--- config.mk ---
export PLATFORM = sky130hd
export DESIGN_NAME = multi_master_serial_unit
export DESIGN_NICKNAME = d
export VERILOG_FILES = /design/src/mm_pkg.sv /design/src/multi_master_serial_unit.sv
export VERILOG_INCLUDE_DIRS = /design/src
export SDC_FILE = /design/constraint.sdc
export NUM_CORES = 1
export LEC_CHECK = 0
export BUFFER_PORTS_ARGS = -buffer_cell sky130_fd_sc_hd__buf_4
export CORE_ASPECT_RATIO = 0.8
export CORE_MARGIN = 3
export CORE_UTILIZATION = 55
export DETAILED_ROUTE_END_ITERATION = 16
export GPL_ROUTABILITY_DRIVEN = 0
export GPL_TIMING_DRIVEN = 0
export PLACE_DENSITY = 0.77
export SETUP_SLACK_MARGIN = 0.2
export SKIP_CTS_REPAIR_TIMING = 1
export SLEW_MARGIN = 20
export SYNTH_ARGS = -nofsm -noshare
export SYNTH_HDL_FRONTEND = slang
export SYNTH_SLANG_ARGS = --single-unit
export TNS_END_PERCENT = 100
--- constraint.sdc ---
create_clock -name clk_in -period 3.5 [get_ports clk_in]
set_input_delay 0.175 -clock clk_in [delete_from_list [all_inputs] [get_ports clk_in]]
set_output_delay 0.175 -clock clk_in [all_outputs]
set_load 0.02 [all_outputs]
--- src/mm_map.svh ---
// register map, field positions, reset values and timing constants
`ifndef MM_MAP_SVH
`define MM_MAP_SVH
// register indices, group mask and reset values; byte address is four times the index
`define IDX_OWN_ADDR  8'h48
`define IDX_CTRL_ONE  8'h49
`define IDX_CTRL_TWO  8'h4A
`define IDX_STATUS    8'h4B
`define IDX_TX_DATA   8'h4C
`define IDX_RX_DATA   8'h4D
`define IDX_CRC       8'h4E
`define IDX_DIVIDER   8'h4F
`define IDX_GROUP     8'hF8
`define RST_OWN_ADDR  8'hA0
`define RST_DIVIDER   3'h4
// own address fields
`define F_SADDR       7:1
`define B_EXT         0
// control one
`define B_EN          7
`define B_IEN         6
`define B_CLRBB       5
`define B_ACKSUP      3
`define B_RSEN        2
`define B_PECNX       1
// control two
`define B_ALF         7
`define B_NAKF        6
`define B_BB          5
`define B_MST         4
`define B_DIR         3
`define B_CRCEF       0
// status, then the divider field
`define B_RXF         7
`define B_TXF         6
`define B_MATCH       5
`define B_SRW         4
`define B_RXAK        3
`define B_CRCBF       2
`define B_TXBE        1
`define B_RXBF        0
`define F_BR          2:0
// bus side constants
`define GEN_CALL      7'h00
`define EXT_ADDR      7'h0C
`define CRC_POLY      8'h07
`define DIV_BASE      12'h010
`define CNT_LAST      4'h7
`define CNT_ACK       4'h8
`define CNT_PRE       4'hF
`define PH_LOW        2'h0
`define PH_REL        2'h1
`define PH_EDGE       2'h2
`define RESP_OK       2'h0
`define RESP_ERR      2'h2
`endif

--- src/mm_pkg.sv ---
// types of the two-wire serial unit
`default_nettype none
package mm_pkg;
  typedef enum logic [5:0] {
    ST_IDLE  = 6'h01,
    ST_START = 6'h02,
    ST_LOW   = 6'h04,
    ST_HIGH  = 6'h08,
    ST_STOP  = 6'h10,
    ST_RSTRT = 6'h20
  } mst_state_e;

  typedef struct packed {
    mst_state_e  st;
    logic [11:0] tmr;
    logic [1:0]  sub;
    logic        hs;
    logic        scl_m, scl_s, scl_p, sda_m, sda_s, sda_p, scl_lo, sda_lo;
    logic        act, tx, adr, ackd, pend;
    logic [3:0]  cnt;
    logic [7:0]  sh;
    logic [7:0]  own_address;
    logic        module_enable_bit, interrupt_enable_bit, ack_suppress;
    logic        repeat_start_enable, pec_next_byte;
    logic        arb_lost_flag, no_ack_flag, bus_busy_flag, master_select;
    logic        master_direction, crc_err;
    logic        rx_done_flag, tx_done_flag, addr_match, slave_rw, rx_nak;
    logic        crc_full, tx_empty, rx_full;
    logic [7:0]  tx_byte, rx_byte, crc_result_reg;
    logic [2:0]  br;
    logic        awv, wv, wst, bv, rv, berr, rerr;
    logic [11:0] awa;
    logic [7:0]  wd, rd;
  } mm_state_s;
endpackage : mm_pkg
`default_nettype wire

--- src/multi_master_serial_unit.sv ---
// multi-master two-wire serial unit with an AXI4-Lite register slave
//
// The AXI4-Lite interface to the registers was decided locally.
`timescale 1ns/1ps
`default_nettype none
`include "mm_map.svh"

module multi_master_serial_unit
  import mm_pkg::*;
(
  input  wire logic        clk_in,      // system clock
  input  wire logic        rst_n_in,    // synchronous reset, active low
  input  wire logic [11:0] awaddr_in,   // write address
  input  wire logic        awvalid_in,  // write address valid
  output logic             awready_out, // write address ready
  input  wire logic [31:0] wdata_in,    // write data
  input  wire logic [3:0]  wstrb_in,    // write strobes
  input  wire logic        wvalid_in,   // write data valid
  output logic             wready_out,  // write data ready
  output logic [1:0]       bresp_out,   // write response
  output logic             bvalid_out,  // write response valid
  input  wire logic        bready_in,   // write response ready
  input  wire logic [11:0] araddr_in,   // read address
  input  wire logic        arvalid_in,  // read address valid
  output logic             arready_out, // read address ready
  output logic [31:0]      rdata_out,   // read data
  output logic [1:0]       rresp_out,   // read response
  output logic             rvalid_out,  // read data valid
  input  wire logic        rready_in,   // read data ready
  input  wire logic        scl_in,      // clock line level
  output logic             scl_out,     // clock line drive value
  output logic             scl_oe_out,  // clock line pulled low
  input  wire logic        sda_in,      // data line level
  output logic             sda_out,     // data line drive value
  output logic             sda_oe_out,  // data line pulled low
  output logic             irq_out      // interrupt request, active high
);
  import mm_pkg::*;

  mm_state_s q;
  mm_state_s n;

  function automatic logic [7:0] crc8(input logic [7:0] c, input logic [7:0] d);
    logic [7:0] r;
    r = c ^ d;
    for (int i = 0; i < 8; i++) begin
      r = r[7] ? ((r << 1) ^ `CRC_POLY) : (r << 1);
    end
    return r;
  endfunction : crc8

  function automatic logic [11:0] half(input logic [2:0] b);
    return `DIV_BASE << b;
  endfunction : half

  function automatic mm_state_s rst_state();
    mm_state_s s;
    s = '0;
    s.st = ST_IDLE;
    s.own_address = `RST_OWN_ADDR;
    s.rx_nak = 1'b1;
    s.tx_empty = 1'b1;
    s.br = `RST_DIVIDER;
    return s;
  endfunction : rst_state

  ////////////////////////////////////////////////////////////////////////
  always_comb begin
    logic       sr, sf, sdet, pdet, mstst, rel, hit;
    logic [7:0] idx, c, r;
    n = q;
    // two-stage synchronisers, third stage only for edge finding
    n.scl_m = scl_in;
    n.scl_s = q.scl_m;
    n.scl_p = q.scl_s;
    n.sda_m = sda_in;
    n.sda_s = q.sda_m;
    n.sda_p = q.sda_s;
    sr = q.scl_s & ~q.scl_p;
    sf = ~q.scl_s & q.scl_p;
    sdet = q.scl_s & q.scl_p & q.sda_p & ~q.sda_s;
    pdet = q.scl_s & q.scl_p & ~q.sda_p & q.sda_s;
    mstst = (q.st != ST_IDLE);
    c = crc8(q.crc_result_reg, q.sh);
    r = 8'h00;
    idx = 8'h00;
    hit = 1'b0;

    // register writes
    if (q.bv && bready_in) n.bv = 1'b0;
    if (awvalid_in && !q.awv && !q.bv) begin
      n.awv = 1'b1;
      n.awa = awaddr_in;
    end
    if (wvalid_in && !q.wv && !q.bv) begin
      n.wv = 1'b1;
      n.wd = wdata_in[7:0];
      n.wst = wstrb_in[0];
    end
    if (q.awv && q.wv) begin
      idx = q.awa[9:2];
      hit = (q.awa[11:10] == 2'h0) && ((idx & `IDX_GROUP) == `IDX_OWN_ADDR);
      n.awv = 1'b0;
      n.wv = 1'b0;
      n.bv = 1'b1;
      n.berr = ~hit;
      if (hit && q.wst) begin
        case (idx)
          `IDX_OWN_ADDR: n.own_address = q.wd;
          `IDX_CTRL_ONE: begin
            n.module_enable_bit = q.wd[`B_EN];
            n.interrupt_enable_bit = q.wd[`B_IEN];
            if (q.wd[`B_CLRBB]) n.bus_busy_flag = 1'b0;
            n.ack_suppress = q.wd[`B_ACKSUP];
            n.repeat_start_enable = q.wd[`B_RSEN];
            n.pec_next_byte = q.wd[`B_PECNX];
          end
          `IDX_CTRL_TWO: begin
            if (!q.wd[`B_ALF]) n.arb_lost_flag = 1'b0;
            if (!q.wd[`B_NAKF]) n.no_ack_flag = 1'b0;
            n.master_select = q.wd[`B_MST];
            n.master_direction = q.wd[`B_DIR];
          end
          `IDX_STATUS: begin
            if (!q.wd[`B_RXF]) n.rx_done_flag = 1'b0;
            if (!q.wd[`B_TXF]) n.tx_done_flag = 1'b0;
          end
          `IDX_TX_DATA: begin
            n.tx_byte = q.wd;
            n.tx_empty = 1'b0;
          end
          `IDX_DIVIDER: n.br = q.wd[`F_BR];
          default: ;
        endcase
      end
    end

    // register reads
    if (q.rv && rready_in) n.rv = 1'b0;
    if (arvalid_in && !q.rv) begin
      idx = araddr_in[9:2];
      hit = (araddr_in[11:10] == 2'h0) && ((idx & `IDX_GROUP) == `IDX_OWN_ADDR);
      case (idx)
        `IDX_OWN_ADDR: r = q.own_address;
        `IDX_CTRL_ONE: begin
          r[`B_EN] = q.module_enable_bit;
          r[`B_IEN] = q.interrupt_enable_bit;
          r[`B_ACKSUP] = q.ack_suppress;
          r[`B_RSEN] = q.repeat_start_enable;
          r[`B_PECNX] = q.pec_next_byte;
        end
        `IDX_CTRL_TWO: begin
          r[`B_ALF] = q.arb_lost_flag;
          r[`B_NAKF] = q.no_ack_flag;
          r[`B_BB] = q.bus_busy_flag;
          r[`B_MST] = q.master_select;
          r[`B_DIR] = q.master_direction;
          r[`B_CRCEF] = q.crc_err;
        end
        `IDX_STATUS: begin
          r[`B_RXF] = q.rx_done_flag;
          r[`B_TXF] = q.tx_done_flag;
          r[`B_MATCH] = q.addr_match;
          r[`B_SRW] = q.slave_rw;
          r[`B_RXAK] = q.rx_nak;
          r[`B_CRCBF] = q.crc_full;
          r[`B_TXBE] = q.tx_empty;
          r[`B_RXBF] = q.rx_full;
        end
        `IDX_TX_DATA: r = q.tx_byte;
        `IDX_RX_DATA: begin
          r = q.rx_byte;
          if (hit) n.rx_full = 1'b0;
        end
        `IDX_CRC: begin
          r = q.crc_result_reg;
          if (hit) n.crc_full = 1'b0;
        end
        `IDX_DIVIDER: r[`F_BR] = q.br;
        default: r = 8'h00;
      endcase
      n.rv = 1'b1;
      n.rerr = ~hit;
      n.rd = hit ? r : 8'h00;
    end

    ////////////////////////////////////////////////////////////////////////
    // master clock and framing; released phases count only while line high
    rel = (q.st == ST_HIGH) || ((q.st == ST_STOP || q.st == ST_RSTRT) && q.sub != `PH_LOW);
    if (q.tmr != 12'h000 && (!rel || q.scl_s)) n.tmr = q.tmr - 12'h001;
    case (q.st)
      ST_IDLE: begin
        if (q.master_select && q.module_enable_bit) begin
          if (q.bus_busy_flag) begin
            n.arb_lost_flag = 1'b1;
            n.master_select = 1'b0;
          end else begin
            n.st = ST_START;
            n.tmr = half(q.br);
          end
        end
      end
      ST_START: begin
        if (q.tmr == 12'h000) begin
          n.st = ST_LOW;
          n.tmr = half(q.br);
        end
      end
      ST_LOW: begin
        if (q.tmr == 12'h000 && q.pend && !q.master_select) begin
          // master left at a byte boundary: stop instead of waiting forever
          n.st = ST_STOP;
          n.sub = `PH_LOW;
          n.act = 1'b0;
          n.pend = 1'b0;
        // held while a byte is pending
        end else if (q.tmr == 12'h000 && !q.pend) begin
          n.st = ST_HIGH;
          n.hs = 1'b0;
          n.tmr = half(q.br);
        end
      end
      ST_HIGH: begin
        if (!q.hs) begin
          // wait for the line to really rise
          if (q.scl_s) begin
            n.hs = 1'b1;
            n.tmr = half(q.br);
          end
        end else if (!q.scl_s) begin
          // another master ended our high period early
          n.st = ST_LOW;
          n.tmr = half(q.br);
        end else if (q.tmr == 12'h000) begin
          n.st = ST_LOW;
          n.tmr = half(q.br);
          if (q.cnt == `CNT_ACK) begin
            if (q.tx && q.sda_s) begin
              n.no_ack_flag = 1'b1;
              n.master_select = 1'b0;
            end
            if (!n.master_select) begin
              n.st = ST_STOP;
              n.sub = `PH_LOW;
              n.act = 1'b0;
            end else if (q.repeat_start_enable) begin
              n.st = ST_RSTRT;
              n.sub = `PH_LOW;
              n.act = 1'b0;
            end
          end
        end
      end
      ST_STOP, ST_RSTRT: begin
        if (q.tmr == 12'h000) begin
          n.tmr = half(q.br);
          if (q.sub == `PH_EDGE) begin
            n.st = (q.st == ST_STOP) ? ST_IDLE : ST_LOW;
            // cleared once the repeated start is done
            if (q.st == ST_RSTRT) n.repeat_start_enable = 1'b0;
          end else begin
            n.sub = q.sub + 2'h1;
          end
        end
      end
      default: n.st = ST_IDLE;
    endcase

    ////////////////////////////////////////////////////////////////////////
    // condition detection, set wins over the clear strobe
    if (sdet) begin
      n.bus_busy_flag = 1'b1;
      // next start ends the PEC marking
      n.pec_next_byte = 1'b0;
      n.act = 1'b1;
      n.adr = 1'b1;
      n.cnt = `CNT_PRE;
      n.pend = 1'b0;
      n.ackd = 1'b0;
      n.crc_result_reg = 8'h00;
      n.tx = (q.st == ST_START || q.st == ST_RSTRT);
      if (n.tx) n.sh = {q.own_address[`F_SADDR], q.master_direction};
    end
    if (pdet) begin
      n.bus_busy_flag = 1'b0;
      n.act = 1'b0;
    end
    if (q.act && sr && q.cnt < `CNT_ACK) begin
      // released a one but the line reads zero
      if (q.tx && q.sh[7] && !q.sda_s && mstst) begin
        // drop to slave receive, no stop generated
        n.arb_lost_flag = 1'b1;
        n.master_select = 1'b0;
        n.tx = 1'b0;
        n.st = ST_IDLE;
        n.sh = {q.sh[6:0], q.sda_s};
      end else if (!q.tx) begin
        n.sh = {q.sh[6:0], q.sda_s};
      end
    end
    if (q.act && sr && q.cnt == `CNT_ACK && q.tx) n.rx_nak = q.sda_s;
    if (q.act && sf) begin
      // transmit rotates so a lost byte still ends up as received data
      if (q.tx && q.cnt <= `CNT_LAST) n.sh = {q.sh[6:0], q.sh[7]};
      if (q.cnt == `CNT_PRE) begin
        n.cnt = 4'h0;
      end else if (q.cnt < `CNT_LAST) begin
        n.cnt = q.cnt + 4'h1;
      end else if (q.cnt == `CNT_LAST) begin
        n.cnt = `CNT_ACK;
        if (q.adr && !q.tx) begin
          // own, general call and fixed second address
          // bit zero carries the caller's direction
          if (q.sh[`F_SADDR] == q.own_address[`F_SADDR] ||
              (q.own_address[`B_EXT] &&
               (q.sh[`F_SADDR] == `GEN_CALL || q.sh[`F_SADDR] == `EXT_ADDR))) begin
            n.addr_match = 1'b1;
            n.slave_rw = q.sh[0];
            n.ackd = 1'b1;
          end else begin
            n.act = 1'b0;
          end
        end else if (q.tx) begin
          n.crc_result_reg = crc8(q.crc_result_reg, {q.sh[6:0], q.sh[7]});
          n.crc_full = 1'b1;
        end else begin
          n.addr_match = 1'b0;
          n.pend = 1'b1;
        end
      end else begin
        n.cnt = 4'h0;
        n.ackd = 1'b0;
        if (q.adr) begin
          n.adr = 1'b0;
          n.tx = mstst ? ~q.master_direction : q.slave_rw;
        end
        if (q.tx && q.rx_nak) begin
          // end of data, release the line
          if (!mstst) n.act = 1'b0;
        end else if (n.tx) begin
          n.pend = 1'b1;
        end
      end
    end
    // pending byte: stretch the clock until the buffer allows progress
    if (q.pend) begin
      if (q.tx) begin
        if (!q.tx_empty) begin
          n.sh = q.tx_byte;
          n.tx_empty = 1'b1;
          n.tx_done_flag = 1'b1;
          n.pend = 1'b0;
        end
      end else if (!q.rx_full) begin
        n.rx_byte = q.sh;
        n.rx_full = 1'b1;
        n.rx_done_flag = 1'b1;
        n.pend = 1'b0;
        n.crc_result_reg = c;
        n.crc_full = 1'b1;
        if (q.pec_next_byte) n.crc_err = (c != 8'h00);
        // master keeps the suppress choice on the PEC byte
        // slave withholds on a failed PEC byte
        n.ackd = !q.ack_suppress && !(q.pec_next_byte && c != 8'h00 && !mstst);
      end
    end
    if (!n.master_select) n.repeat_start_enable = 1'b0;

    // disabled unit holds every flag except crc_err at its reset value
    if (!q.module_enable_bit) begin
      n.st = ST_IDLE;
      n.act = 1'b0;
      n.pend = 1'b0;
      n.arb_lost_flag = 1'b0;
      n.no_ack_flag = 1'b0;
      n.bus_busy_flag = 1'b0;
      n.master_select = 1'b0;
      n.repeat_start_enable = 1'b0;
      n.rx_done_flag = 1'b0;
      n.tx_done_flag = 1'b0;
      n.addr_match = 1'b0;
      n.slave_rw = 1'b0;
      n.rx_nak = 1'b1;
      n.crc_full = 1'b0;
      n.tx_empty = 1'b1;
      n.rx_full = 1'b0;
    end

    n.scl_lo = (n.st == ST_LOW) || (n.act && n.pend) ||
               ((n.st == ST_STOP || n.st == ST_RSTRT) && n.sub == `PH_LOW);
    n.sda_lo = (n.st == ST_START) || (n.st == ST_STOP && n.sub != `PH_EDGE) ||
               (n.st == ST_RSTRT && n.sub == `PH_EDGE) ||
               (n.st == ST_LOW && n.cnt == `CNT_PRE) ||
               (n.act && n.tx && n.cnt <= `CNT_LAST && !n.sh[7]) ||
               (n.act && n.cnt == `CNT_ACK && n.ackd);
  end

  always_ff @(posedge clk_in) begin
    if (!rst_n_in) begin
      q <= rst_state();
    end else begin
      q <= n;
    end
  end

  ////////////////////////////////////////////////////////////////////////
  assign awready_out = !q.awv && !q.bv;
  assign wready_out = !q.wv && !q.bv;
  assign bvalid_out = q.bv;
  assign bresp_out = q.berr ? `RESP_ERR : `RESP_OK;
  assign arready_out = !q.rv;
  assign rvalid_out = q.rv;
  assign rdata_out = {24'h000000, q.rd};
  assign rresp_out = q.rerr ? `RESP_ERR : `RESP_OK;
  assign scl_out = 1'b0;
  assign sda_out = 1'b0;
  assign scl_oe_out = q.scl_lo;
  assign sda_oe_out = q.sda_lo;
  // four flags gated by the interrupt enable
  assign irq_out = q.interrupt_enable_bit &
                   (q.tx_done_flag | q.rx_done_flag | q.arb_lost_flag | q.no_ack_flag);
endmodule : multi_master_serial_unit
`default_nettype wire

After elaboration in Yosys (flattened, before gate mapping). Cells that the tools add are included.

Register bits after elaboration: 135. Latch bits: 0. Memory bits (writable): 0. ROM bits: 0. Bits of input ports: 69. Output and inout bits: 46. Word-level logic and storage cells: 450. Memories kept: 0.

Add/subtract/negate cells: 3. Multipliers: 0. Div/mod/pow operators: 0. $lt $le $gt $ge: 4. Eq/ne operators: 41. Shift operators: 1. Mux-type cells: 202. Bitwise gates (word level): 42. Reductions and logical operators: 104.

Operators with widths (count): 8-bit two-way mux (19); 8-bit by 7-bit equality test with 1-bit output, second input constant (14); 1-bit two-way mux (100); 18-bit two-way mux (5); 6-bit two-way mux (10); 12-bit case mux with 5 select lines (1); 3-bit two-way mux (18); 2-bit two-way mux (25); 12-bit two-way mux (4); 3-bit inverter (16); 1-bit logical AND (45); 20-bit two-way mux (2); 17-bit two-way mux (2); 6-bit case mux with 5 select lines (1); 2-bit case mux with 7 select lines (2); 3-bit AND reduction (8); 4-bit equality test, second input constant (4); 2-bit nonzero test (8); 8-bit XOR (2); 1-bit logical OR (14); 7-bit two-way mux (2); 1-bit case mux with 7 select lines (2); 1-bit logical NOT (13); 1-bit inverter (13); other kinds (38) (67).

Depth between registers and ports, before layout. Gate-level depths: netlist of run 1.

Word-level depth: 38. Mapped depth: 10. Mapped depth without buffers: 9.

Least setup slack after synthesis of run 1. OpenSTA, ideal clock, no wires.

Kind: reg-to-reg. Start point: register q[22] (netlist bit). End point: register q, in the netlist sda_oe_out. Arrival: 2.632 ns. Data required time: 3.375 ns. Path slack: 0.743 ns. Stages on the path, launching flop included: 9. Clock period less this slack: 2.757 ns. Path through: dfxtp_1 > or4b_1 > or4_1 > buf_6 > mux2i_1 > a211o_1 > a31oi_1 > mux2i_1 > o41a_1.

Longest elaborated chain between the ends: 31.

RTL lines: from (decl) (RTL line multi_master_serial_unit.sv:40) `mm_state_s q;`; from (signal assigned) (RTL line multi_master_serial_unit.sv:400) `q <= rst_state();`; from (signal assigned) (RTL line multi_master_serial_unit.sv:402) `q <= n;`; 5-bit by 4-bit equality test with 1-bit output (no line); 1-bit logical AND (RTL line multi_master_serial_unit.sv:102) `` hit = (q.awa[11:10] == 2'h0) && ((idx & `IDX_GROUP) == `IDX_OWN_ADDR); ``; 1-bit logical AND (RTL line multi_master_serial_unit.sv:107) `if (hit && q.wst) begin`; 7-bit two-way mux (*) (RTL line multi_master_serial_unit.sv:107); 7-bit two-way mux (*) (RTL line multi_master_serial_unit.sv:100) `if (q.awv && q.wv) begin`; 1-bit two-way mux (*) (RTL line multi_master_serial_unit.sv:238) `if (q.tx && q.sda_s) begin`; 1-bit two-way mux (*) (RTL line multi_master_serial_unit.sv:237) `` if (q.cnt == `CNT_ACK) begin ``; 1-bit two-way mux (*) (RTL line multi_master_serial_unit.sv:234) `end else if (q.tmr == 12'h000) begin`; (+15 left out); 5-bit two-way mux (RTL line multi_master_serial_unit.sv:305) `` if (q.cnt == `CNT_PRE) begin ``; 17-bit two-way mux (RTL line multi_master_serial_unit.sv:302) `if (q.act && sf) begin`; 1-bit two-way mux (RTL line multi_master_serial_unit.sv:370) `if (!q.module_enable_bit) begin`; 1-bit logical AND (RTL line multi_master_serial_unit.sv:394) `` (n.act && n.tx && n.cnt <= `CNT_LAST && !n.sh[7]) || ``; 1-bit logical AND (no line); 1-bit logical AND (RTL line multi_master_serial_unit.sv:394); 1-bit logical OR (RTL line multi_master_serial_unit.sv:391) `` n.sda_lo = (n.st == ST_START) || (n.st == ST_STOP && n.sub != `PH_EDGE) || ``; 1-bit logical OR (*) (RTL line multi_master_serial_unit.sv:391).

Mark *: on every way between the ends. The rest lies on a longest branch, timed or not. The select of a mux whose other input is x is not followed. A chain may end at the register's enable or synchronous reset.

Worst setup path after layout of run 1.
Start point: register q[130] (netlist bit). End point: register q, in the netlist sda_oe_out.

Longest elaborated chain between the ends: 19.

RTL lines: 6-bit by 2-bit equality test with 1-bit output / 6-bit equality test (equally long branches) (RTL line multi_master_serial_unit.sv:191, multi_master_serial_unit.sv:281); 1-bit logical OR (RTL line multi_master_serial_unit.sv:281) `n.tx = (q.st == ST_START || q.st == ST_RSTRT);`; 17-bit two-way mux (RTL line multi_master_serial_unit.sv:271) `if (sdet) begin`; 1-bit two-way mux (RTL line multi_master_serial_unit.sv:290) `if (q.tx && q.sh[7] && !q.sda_s && mstst) begin`; 1-bit two-way mux (RTL line multi_master_serial_unit.sv:288) `` if (q.act && sr && q.cnt < `CNT_ACK) begin ``; 2-bit two-way mux (RTL line multi_master_serial_unit.sv:333) `if (q.adr) begin`; 2-bit two-way mux (RTL line multi_master_serial_unit.sv:309) `` end else if (q.cnt == `CNT_LAST) begin ``; 2-bit two-way mux (RTL line multi_master_serial_unit.sv:307) `` end else if (q.cnt < `CNT_LAST) begin ``; (+3 left out); 5-bit two-way mux (RTL line multi_master_serial_unit.sv:307); 5-bit two-way mux (RTL line multi_master_serial_unit.sv:305); 17-bit two-way mux (RTL line multi_master_serial_unit.sv:302); 1-bit logical AND (RTL line multi_master_serial_unit.sv:394); 1-bit logical AND (no line); 1-bit logical AND (RTL line multi_master_serial_unit.sv:394); 1-bit logical OR (RTL line multi_master_serial_unit.sv:391); 1-bit logical OR (*) (RTL line multi_master_serial_unit.sv:391).

Marked as above.

==> results of run 1 <==
## registers in the layout, indices dropped and copies added (netlist names)
register / flops
rdata_out: 8
q: 117
rvalid_out: 1
n: 4
scl_oe_out: 1
sda_oe_out: 1
bvalid_out: 1
## power groups by stage
stage | Sequential, W | Combinational (W) | Clock (W)
after floorplan | 0.00170 | 0.000568 | 0
after global placement | 0.00172 | 0.000697 | 0
after detailed placement | 0.00172 | 0.000706 | 0
after CTS | 0.00169 | 0.000710 | 0.00172
after global routing | 0.00170 | 0.000797 | 0.00179
final | 0.00169 | 0.000718 | 0.00171
## cell families after synthesis
logic type | share of synthesized area, %
AO/OA/AOI/OAI | 17.4
XOR/XNOR | 6.95
AND/OR/NAND/NOR | 23.5
multiplexers | 8.07
adder cells (fa/ha/maj) | 0.976
flip-flops | 34.6
other | 0.0488
buffers and inverters | 8.38
## critical path, delay by kind of cell, from the launching register on
| kind | cells | cell delay (ns) |
|---|---|---|
| AOI/OAI and AO/OA | 4 | 1.52 |
| buffers and inverters | 1 | 0.23 |
| DFF | 1 | 0.32 |
| muxes | 1 | 0.14 |
| and+or+nand+nor | 2 | 0.86 |
## layout by cell type, fill, tap and decap left out, types with 5 or more instances in the layout
master,synthesis,layout
nor3b_1,5,5
nand3b_1,10,10
mux2_2,6,6
or4_1,7,7
nor3_1,17,17
or3_1,5,5
o211ai_1,10,10
mux2i_1,44,44
o31ai_1,5,5
dfxtp_1,133,133
xnor2_1,29,29
inv_1,22,22
clkbuf_1,48,50
mux4_2,5,5
nand3_1,18,18
and2_1,18,18
conb_1,1,28
a22oi_1,6,6
nor2_1,86,86
nor4_1,11,11
a21oi_1,69,69
and3_1,9,9
nor2b_1,10,10
a211oi_1,7,7
o32ai_1,9,9
clkbuf_16,0,17
nand2b_1,13,13
nand2_1,115,115
a311oi_1,6,6
o21ai_0,34,34
buf_4,39,92
ha_1,6,6
a31oi_1,7,7
xor2_1,19,19
## cell usage after synthesis (all sizes together) (3+ instances only)
cell type / number / share of area (%)
a211oi: 8 / 0.85
a21o: 3 / 0.29
a21oi: 70 / 4.6
a22oi: 6 / 0.59
a311oi: 6 / 0.68
a31oi: 7 / 0.57
a32oi: 3 / 0.34
and2: 19 / 1.5
and3: 9 / 0.73
buf: 46 / 4.4
clkbuf: 51 / 2.8
dfxtp: 133 / 35
ha: 6 / 0.98
inv: 23 / 1.1
mux2: 6 / 0.88
mux2i: 44 / 5.7
mux4: 5 / 1.5
nand2: 115 / 5.6
nand2b: 13 / 1.1
nand3: 18 / 1.2
nand3b: 10 / 0.98
nand4: 4 / 0.33
nand4b: 3 / 0.34
nor2: 87 / 4.3
nor2b: 10 / 0.81
nor3: 17 / 1.1
nor3b: 5 / 0.49
nor4: 15 / 1.8
o211ai: 10 / 0.98
o21a: 3 / 0.29
o21ai: 34 / 2.2
o22ai: 3 / 0.24
o311ai: 4 / 0.46
o31ai: 5 / 0.49
o32ai: 9 / 1.0
or2: 3 / 0.24
or3: 5 / 0.41
or4: 8 / 0.80
or4b: 5 / 0.65
xnor2: 29 / 3.3
xnor3: 4 / 1.2
xor2: 19 / 2.2
## how the worst min path moves through the flow
stage                  from          to  cells after the start
3_5_place_dp      rready_in  rvalid_out                      2
4_1_cts           rready_in  rvalid_out                      2
5_1_grt        awaddr_in[2]       q[18]                      3
3_3_place_gp      rready_in  rvalid_out                      2
6_report       awaddr_in[7]       q[23]                      3
2_1_floorplan     rready_in  rvalid_out                      1
## metal layers
layer	global-route usage (%)	up-vias	wire (um)
met5	0	-	0
met4	8.82	0	459
met3	7.69	50	2450
met2	38.2	380	8830
met1	39.2	3316	9630
li1	-	3450	-
## through the flow
stage	setup slack [ns]	instance area, um^2
5_1_grt	0.212	9020
3_5_place_dp	0.327	8410
3_3_place_gp	0.290	8410
4_1_cts	0.305	8970
6_report	0.284	9020
2_1_floorplan	0.743	7790
## area by class of cell
class | instances | area share, %
Multi-Input combinational cell | 700 | 49.9
Sequential cell | 133 | 29.5
Buffer | 98 | 6.18
Timing Repair Buffer | 57 | 4.85
Clock buffer | 19 | 4.80
Tap cell | 175 | 2.43
Clock inverter | 13 | 1.39
Inverter | 23 | 0.957
==> impl_metrics.py, run 1 <==
metrics = {
    "sta": {
        "setup_viol": 0,
        "clock_skew_ns": 0.00975,
        "period_share_pct": 91.9,
        "max_freq_mhz": 311,
        "hold_viol": 1,
        "holdWs_ns": -0.000477,
        "slew_violations": 0,
        "worstMarginPinSlew_ns": 0.998,
        "rsz0062_at_grt": "no",
        "fin_tns_setup_ns": 0,
        "slew_headroom_pct": 32.9,
        "period_needed_ns": 3.22,
    },
    "power_and_ir_drop": {
        "p_clk_share_pct": 41.5,
        "switchingPower_w": 0.00122,
        "sw_frac_of_total_pct": 29.6,
        "p_int_w": 0.00290,
        "peakVddDrop_mv": 0.368,
        "comb_power_share_pct": 17.5,
        "p_seq_share_pct": 41.1,
        "power_density_mw_per_mm2": 456,
        "p_total_w": 0.00411,
        "p_leak_nw": 3.54,
    },
    "detailed_routing": {
        "vias": 7196,
        "drt-vias-per-instance": 5.91,
        "drc": 0,
        "postRouteAntennaNets": 0,
        "firstDrtPassIters": 5,
        "drt_iter0_markers": 705,
        "avgRoutedWirePerCell_um": 17.5,
        "routed_wirelength_mm": 21.4,
    },
    "setup_path": {
        "crit_required_ns": 3.79,
        "endpoint": "sda_oe_out",
        "cp_cell_sequence": "clkbuf_1 -> nor4b_1 -> a2111oi_2 -> a211o_1 -> mux2i_1 -> o21ai_0 -> nor4bb_1 -> o41a_1",
        "worst-r2r-cell-count": 8,
        "cpMaxStageDelayCell": "nor4b_1",
        "end_kind": "flop",
        "r2r_end": "sda_oe_out",
        "cp.arrival_ns": 3.51,
        "critPathLaunch": "q[130]",
        "path_class": "reg -> reg",
        "worstPathMaxFanout": 10,
        "critPathLaunchType": "flop",
        "max_stage_delay_ns": 0.73,
        "worstReg2RegStart": "q[130]",
        "rrSetupSlack_ns": 0.28,
    },
    "die": {
        "die_area_mm2": 0.0154,
        "dieWidth_um": 138,
        "row_count": 37,
        "ios": 115,
        "start_util_pct": 58.1,
        "die_y_um": 112,
        "fp.coreArea_mm2": 0.0132,
    },
    "logic_synthesis": {
        "synth_enable_flop_cells": 0,
        "synthArstFlopShare_pct": 0,
        "synth_seq_area_share_pct": 34.6,
        "synth_flop_cell": "dfxtp_1",
        "synth.distinct_cells": 92,
        "yosys_register_bits": 133,
        "yosysWarningCount": 0,
        "syn_area_mm2": 0.00769,
        "avgSynthCellArea_um2": 8.30,
        "synthCells": 927,
    },
    "cells_and_area": {
        "final_util_pct": 68.1,
        "fin_cells": 1218,
        "regArea_mm2": 0.00266,
        "drive_gt1_share_pct": 15.6,
        "num-fill-cells": 1120,
        "syn_to_final_growth_pct": 17.3,
        "multi_input_area_mm2": 0.00450,
        "n_antenna_cell": 0,
        "nNetsFinal": 1105,
    },
    "clock_tree": {
        "clock_path_buffers": 2,
        "insertion_delay_ns": 0.42,
        "cts_inserted_buffers": 17,
        "clock-sinks": 133,
        "cts.clk_slew.worst_paths_ns": 0.06,
        "root_buffer": "clkbuf_16",
        "h-tree-depth": 4,
        "cts_tree": "done",
    },
    "placed_design": {
        "dp_cells": 1182,
        "hpwlAfterDp_mm": 15.8,
        "portBuffers": 53,
    },
    "status": {
        "status": "complete, but fails checks",
        "failed_checks": "negative hold slack",
    },
    "flow_run": {
        "maxCapViolCount": 0,
    },
    "global_routing": {
        "grt_start_max_net_pins": 17,
        "grt_pass1_wl_mm": 33.7,
        "gr-total-overflow": 0,
        "track_usage_pct": 26.9,
        "grt_pass1_vias": 6459,
        "antenna_found_initial": 0,
    },
    "worst_hold_path": {
        "hold_path_class": "in -> reg",
    },
}
Note: power is estimated with default switching activity, not from simulation.
==> run 2, diff against run 1 <==
--- a/config.mk
+++ b/config.mk
@@ -6,6 +6,7 @@
 export SDC_FILE = /design/constraint.sdc
 export NUM_CORES = 1
 export LEC_CHECK = 0
+export ABC_AREA = 1
 export BUFFER_PORTS_ARGS = -buffer_cell sky130_fd_sc_hd__buf_4
 export CORE_ASPECT_RATIO = 0.8
 export CORE_MARGIN = 3
@@ -14,9 +15,9 @@
 export GPL_ROUTABILITY_DRIVEN = 0
 export GPL_TIMING_DRIVEN = 0
 export PLACE_DENSITY = 0.77
-export SETUP_SLACK_MARGIN = 0.2
+export SETUP_SLACK_MARGIN = 0.4
 export SKIP_CTS_REPAIR_TIMING = 1
-export SLEW_MARGIN = 20
+export SLEW_MARGIN = 5
 export SYNTH_ARGS = -nofsm -noshare
 export SYNTH_HDL_FRONTEND = slang
 export SYNTH_SLANG_ARGS = --single-unit
==> run 2 against run 1 <==
  * The flow now finishes without violations
  * Maximum frequency grew 36%
  * Via count grew 11%
  * Worst hold slack gained 0.0047 ns
  * Die area grew 1.1%
  * Combinational power shrank 5.0%
  * Flip-flop and latch count is the same
  * Final cell count grew 17%
  * Critical path type unchanged
  * First-iteration DRC count grew 47%
  * Critical path depth grew 13
  * Clock skew shrank 0.0018 ns
  * Critical endpoint unchanged
  * Clock-buffer cell count is the same
  * Worst setup slack gained 0.85 ns
==> impl_metrics.py, run 2 <==
metrics = {
    "setup_path": {
        "worstPathMaxFanout": 7,
        "cp.arrival_ns": 2.72,
        "path_class": "reg -> reg",
        "rrSetupSlack_ns": 1.13,
        "cpMaxStageDelayCell": "dfxtp_1",
        "max_stage_delay_ns": 0.30,
        "worst-r2r-cell-count": 21,
        "cp_cell_sequence": "buf_4 -> inv_2 -> nand2_1 -> nand2_1 -> o21ai_0 -> nand2_1 -> nand2_1 -> nand2_1 -> ha_1 -> inv_1 -> nor2_1 -> nand3_1 -> o21ai_1 -> nand2_1 -> nand2_1 -> nand2_1 -> nand2_1 -> nand2_1 -> nand3_1 -> nor2_1 -> nor2_1",
        "crit_required_ns": 3.85,
        "cpLargestDelayFamily": "simple AND/OR/NAND/NOR gates",
        "path_buf_inv": 3,
        "path_depth": 21,
        "crit_top_cell": "nand2_1",
        "end_kind": "flop",
        "critPathLaunchType": "flop",
    },
    "logic_synthesis": {
        "synth_flop_cell": "dfxtp_1",
        "synth_mux_area_share_pct": 0,
        "synthCells": 1125,
        "synth_top_area_share_pct": 34.2,
        "yosys.area_share.adder_pct": 0.964,
        "synth_compound_area_share_pct": 20.4,
        "yosysWarningCount": 0,
        "syn_area_mm2": 0.00778,
        "synth_area_leaders": "dfxtp_1, nand2_1, a21oi_1, inv_1, o21ai_0",
        "synth_seq_area_share_pct": 34.2,
        "synth_enable_flop_cells": 0,
        "synthArstFlopShare_pct": 0,
        "yosysMostFrequentCell": "nand2_1",
        "synth_top_cell_by_area": "dfxtp_1",
        "synth_top_family_by_area": "simple AND/OR/NAND/NOR gates",
        "yosys_register_bits": 133,
        "synth_xor_area_share_pct": 3.49,
        "yosys.area_share.simple_pct": 28.1,
        "synth.distinct_cells": 58,
        "avgSynthCellArea_um2": 6.92,
        "synth_common_cells": "nand2_1, dfxtp_1, inv_1",
    },
    "detailed_routing": {
        "drt-vias-per-instance": 5.60,
        "postRouteAntennaNets": 0,
        "routed_wirelength_mm": 23.5,
        "drc": 0,
        "firstDrtPassIters": 5,
        "vias": 7952,
        "avgRoutedWirePerCell_um": 16.6,
        "drt_iter0_markers": 1036,
    },
    "global_routing": {
        "track_usage_pct": 29.8,
        "gr-total-overflow": 0,
        "grt_pass1_vias": 7110,
        "grt_pass1_wl_mm": 37.1,
        "grt_start_max_net_pins": 17,
        "antenna_found_initial": 0,
    },
    "die": {
        "start_util_pct": 56.8,
        "die_y_um": 112,
        "dieWidth_um": 139,
        "row_count": 38,
        "ios": 115,
        "fp.coreArea_mm2": 0.0137,
        "die_area_mm2": 0.0156,
    },
    "flow_run": {
        "maxCapViolCount": 0,
    },
    "cells_and_area": {
        "final_cell_mix": "nand2_1, dfxtp_1, inv_1",
        "syn_to_final_growth_pct": 17.4,
        "largest_register_ffs": 117,
        "regMostFlops": "q",
        "stdcell_area_mm2": 0.00914,
        "mostFrequentLayoutCell": "nand2_1",
        "n_antenna_cell": 0,
        "nNetsFinal": 1303,
        "drive_gt1_share_pct": 16.6,
        "final_util_pct": 66.7,
    },
    "placed_design": {
        "dpl_cell_area_mm2": 0.00852,
        "dp_slack_ns": 1.21,
        "portBuffers": 54,
        "hpwlAfterDp_mm": 18.0,
    },
    "status": {
        "status": "finished clean",
    },
    "clock_tree": {
        "clock-sinks": 133,
        "cts.clk_slew.worst_paths_ns": 0.06,
        "cts_inserted_buffers": 17,
        "root_buffer": "clkbuf_16",
        "insertion_delay_ns": 0.43,
        "h-tree-depth": 4,
        "clock_path_buffers": 2,
        "cts_tree": "done",
    },
    "sta": {
        "setup_viol": 0,
        "worstMarginPinSlew_ns": 0.854,
        "slew_headroom_pct": 42.6,
        "slew_violations": 0,
        "clock_skew_ns": 0.00794,
        "max_freq_mhz": 422,
        "hold_viol": 0,
        "fin_ws_ns": 1.13,
        "period_share_pct": 67.7,
        "fin_tns_setup_ns": 0,
        "period_needed_ns": 2.37,
        "rsz0062_at_grt": "no",
    },
    "power_and_ir_drop": {
        "p_clk_share_pct": 43.5,
        "p_total_w": 0.00412,
        "sw_frac_of_total_pct": 29.1,
        "p_int_w": 0.00292,
        "comb_power_share_pct": 16.6,
        "power_density_mw_per_mm2": 451,
        "switchingPower_w": 0.00120,
        "p_leak_nw": 4.01,
        "p_seq_share_pct": 39.9,
        "peakVddDrop_mv": 0.358,
    },
    "worst_hold_path": {
        "whs_path_depth": 3,
        "hold_path_class": "in -> reg",
    },
}
run 2: cell types whose count changed in the layout (fill, tap and decap cells not counted), sizes merged, moves of 13 or more:
cell / previous run / this run
mux2i: 44 / 0
o21ai: 34 / 108
clkbuf: 70 / 39
xnor2: 29 / 15
a21oi: 70 / 104
nand2: 115 / 231
and2: 19 / 1
nand3: 18 / 59
nand4: 4 / 18
nand2b: 13 / 0
nor2: 87 / 105
inv: 28 / 150
run 2: area by class of cell:
cell class	count	area, um^2
buffer	73	444
clock buffer	19	443
clock inverter	13	148
fill	1236	4560
inverter	146	548
multi-input combinational	800	4230
sequential	133	2660
tap	180	225
timing repair buffer	57	435
run 2: cells by family (layout without fill, tap and decap cells):
logic type / Yosys count / after routing
xor gates and xnor gates: 31 / 31
DFF: 133 / 133
other: 1 / 28
buffers and inverters: 219 / 308
AOI/OAI and AO/OA: 275 / 275
adders and majority gates: 6 / 6
and+or+nand+nor: 460 / 460
run 2: worst register-to-register path: stages (launching register included):
cell and delay, ns:
dfxtp_1 0.30, buf_4 0.17, inv_2 0.12, nand2_1 0.06
nand2_1 0.14, o21ai_0 0.13, nand2_1 0.08, nand2_1 0.06
nand2_1 0.12, ha_1 0.16, inv_1 0.04, nor2_1 0.09
nand3_1 0.14, o21ai_1 0.14, nand2_1 0.10, nand2_1 0.08
nand2_1 0.04, nand2_1 0.08, nand2_1 0.05, nand3_1 0.06
nor2_1 0.05, nor2_1 0.09
run 2: power by group through the flow:
stage | clock, W | combinational (W) | sequential (W)
2_1_floorplan | 0 | 0.000517 | 0.00167
5_1_grt | 0.00187 | 0.000754 | 0.00165
3_5_place_dp | 0 | 0.000670 | 0.00168
6_report | 0.00179 | 0.000682 | 0.00165
3_3_place_gp | 0 | 0.000653 | 0.00168
4_1_cts | 0.00180 | 0.000675 | 0.00164
run 2: final timing paths:
check,start,to
max,q[96],sda_oe_out
min,awaddr_in[8],q[24]
max reg2reg,q[96],sda_oe_out
min reg2reg,n[112],n[111]
run 2: per-layer routing:
metal	track usage (%)	share of wire (%)	vias up	wire, um
met5	0	0	-	0
met4	9.97	2.4	0	555
met3	10.2	14	60	3220
li1	-	-	3897	-
met2	41.2	40	462	9370
met1	43.3	44	3533	10400
run 2: per-stage QoR:
step / std cells / hold WS (ns)
after floorplan: 1152 / 0.273
after global placement: 1386 / 0.367
after detailed placement: 1386 / 0.371
after CTS: 1418 / -0.0656
after global routing: 1421 / 0.0130
final: 1421 / 0.00422
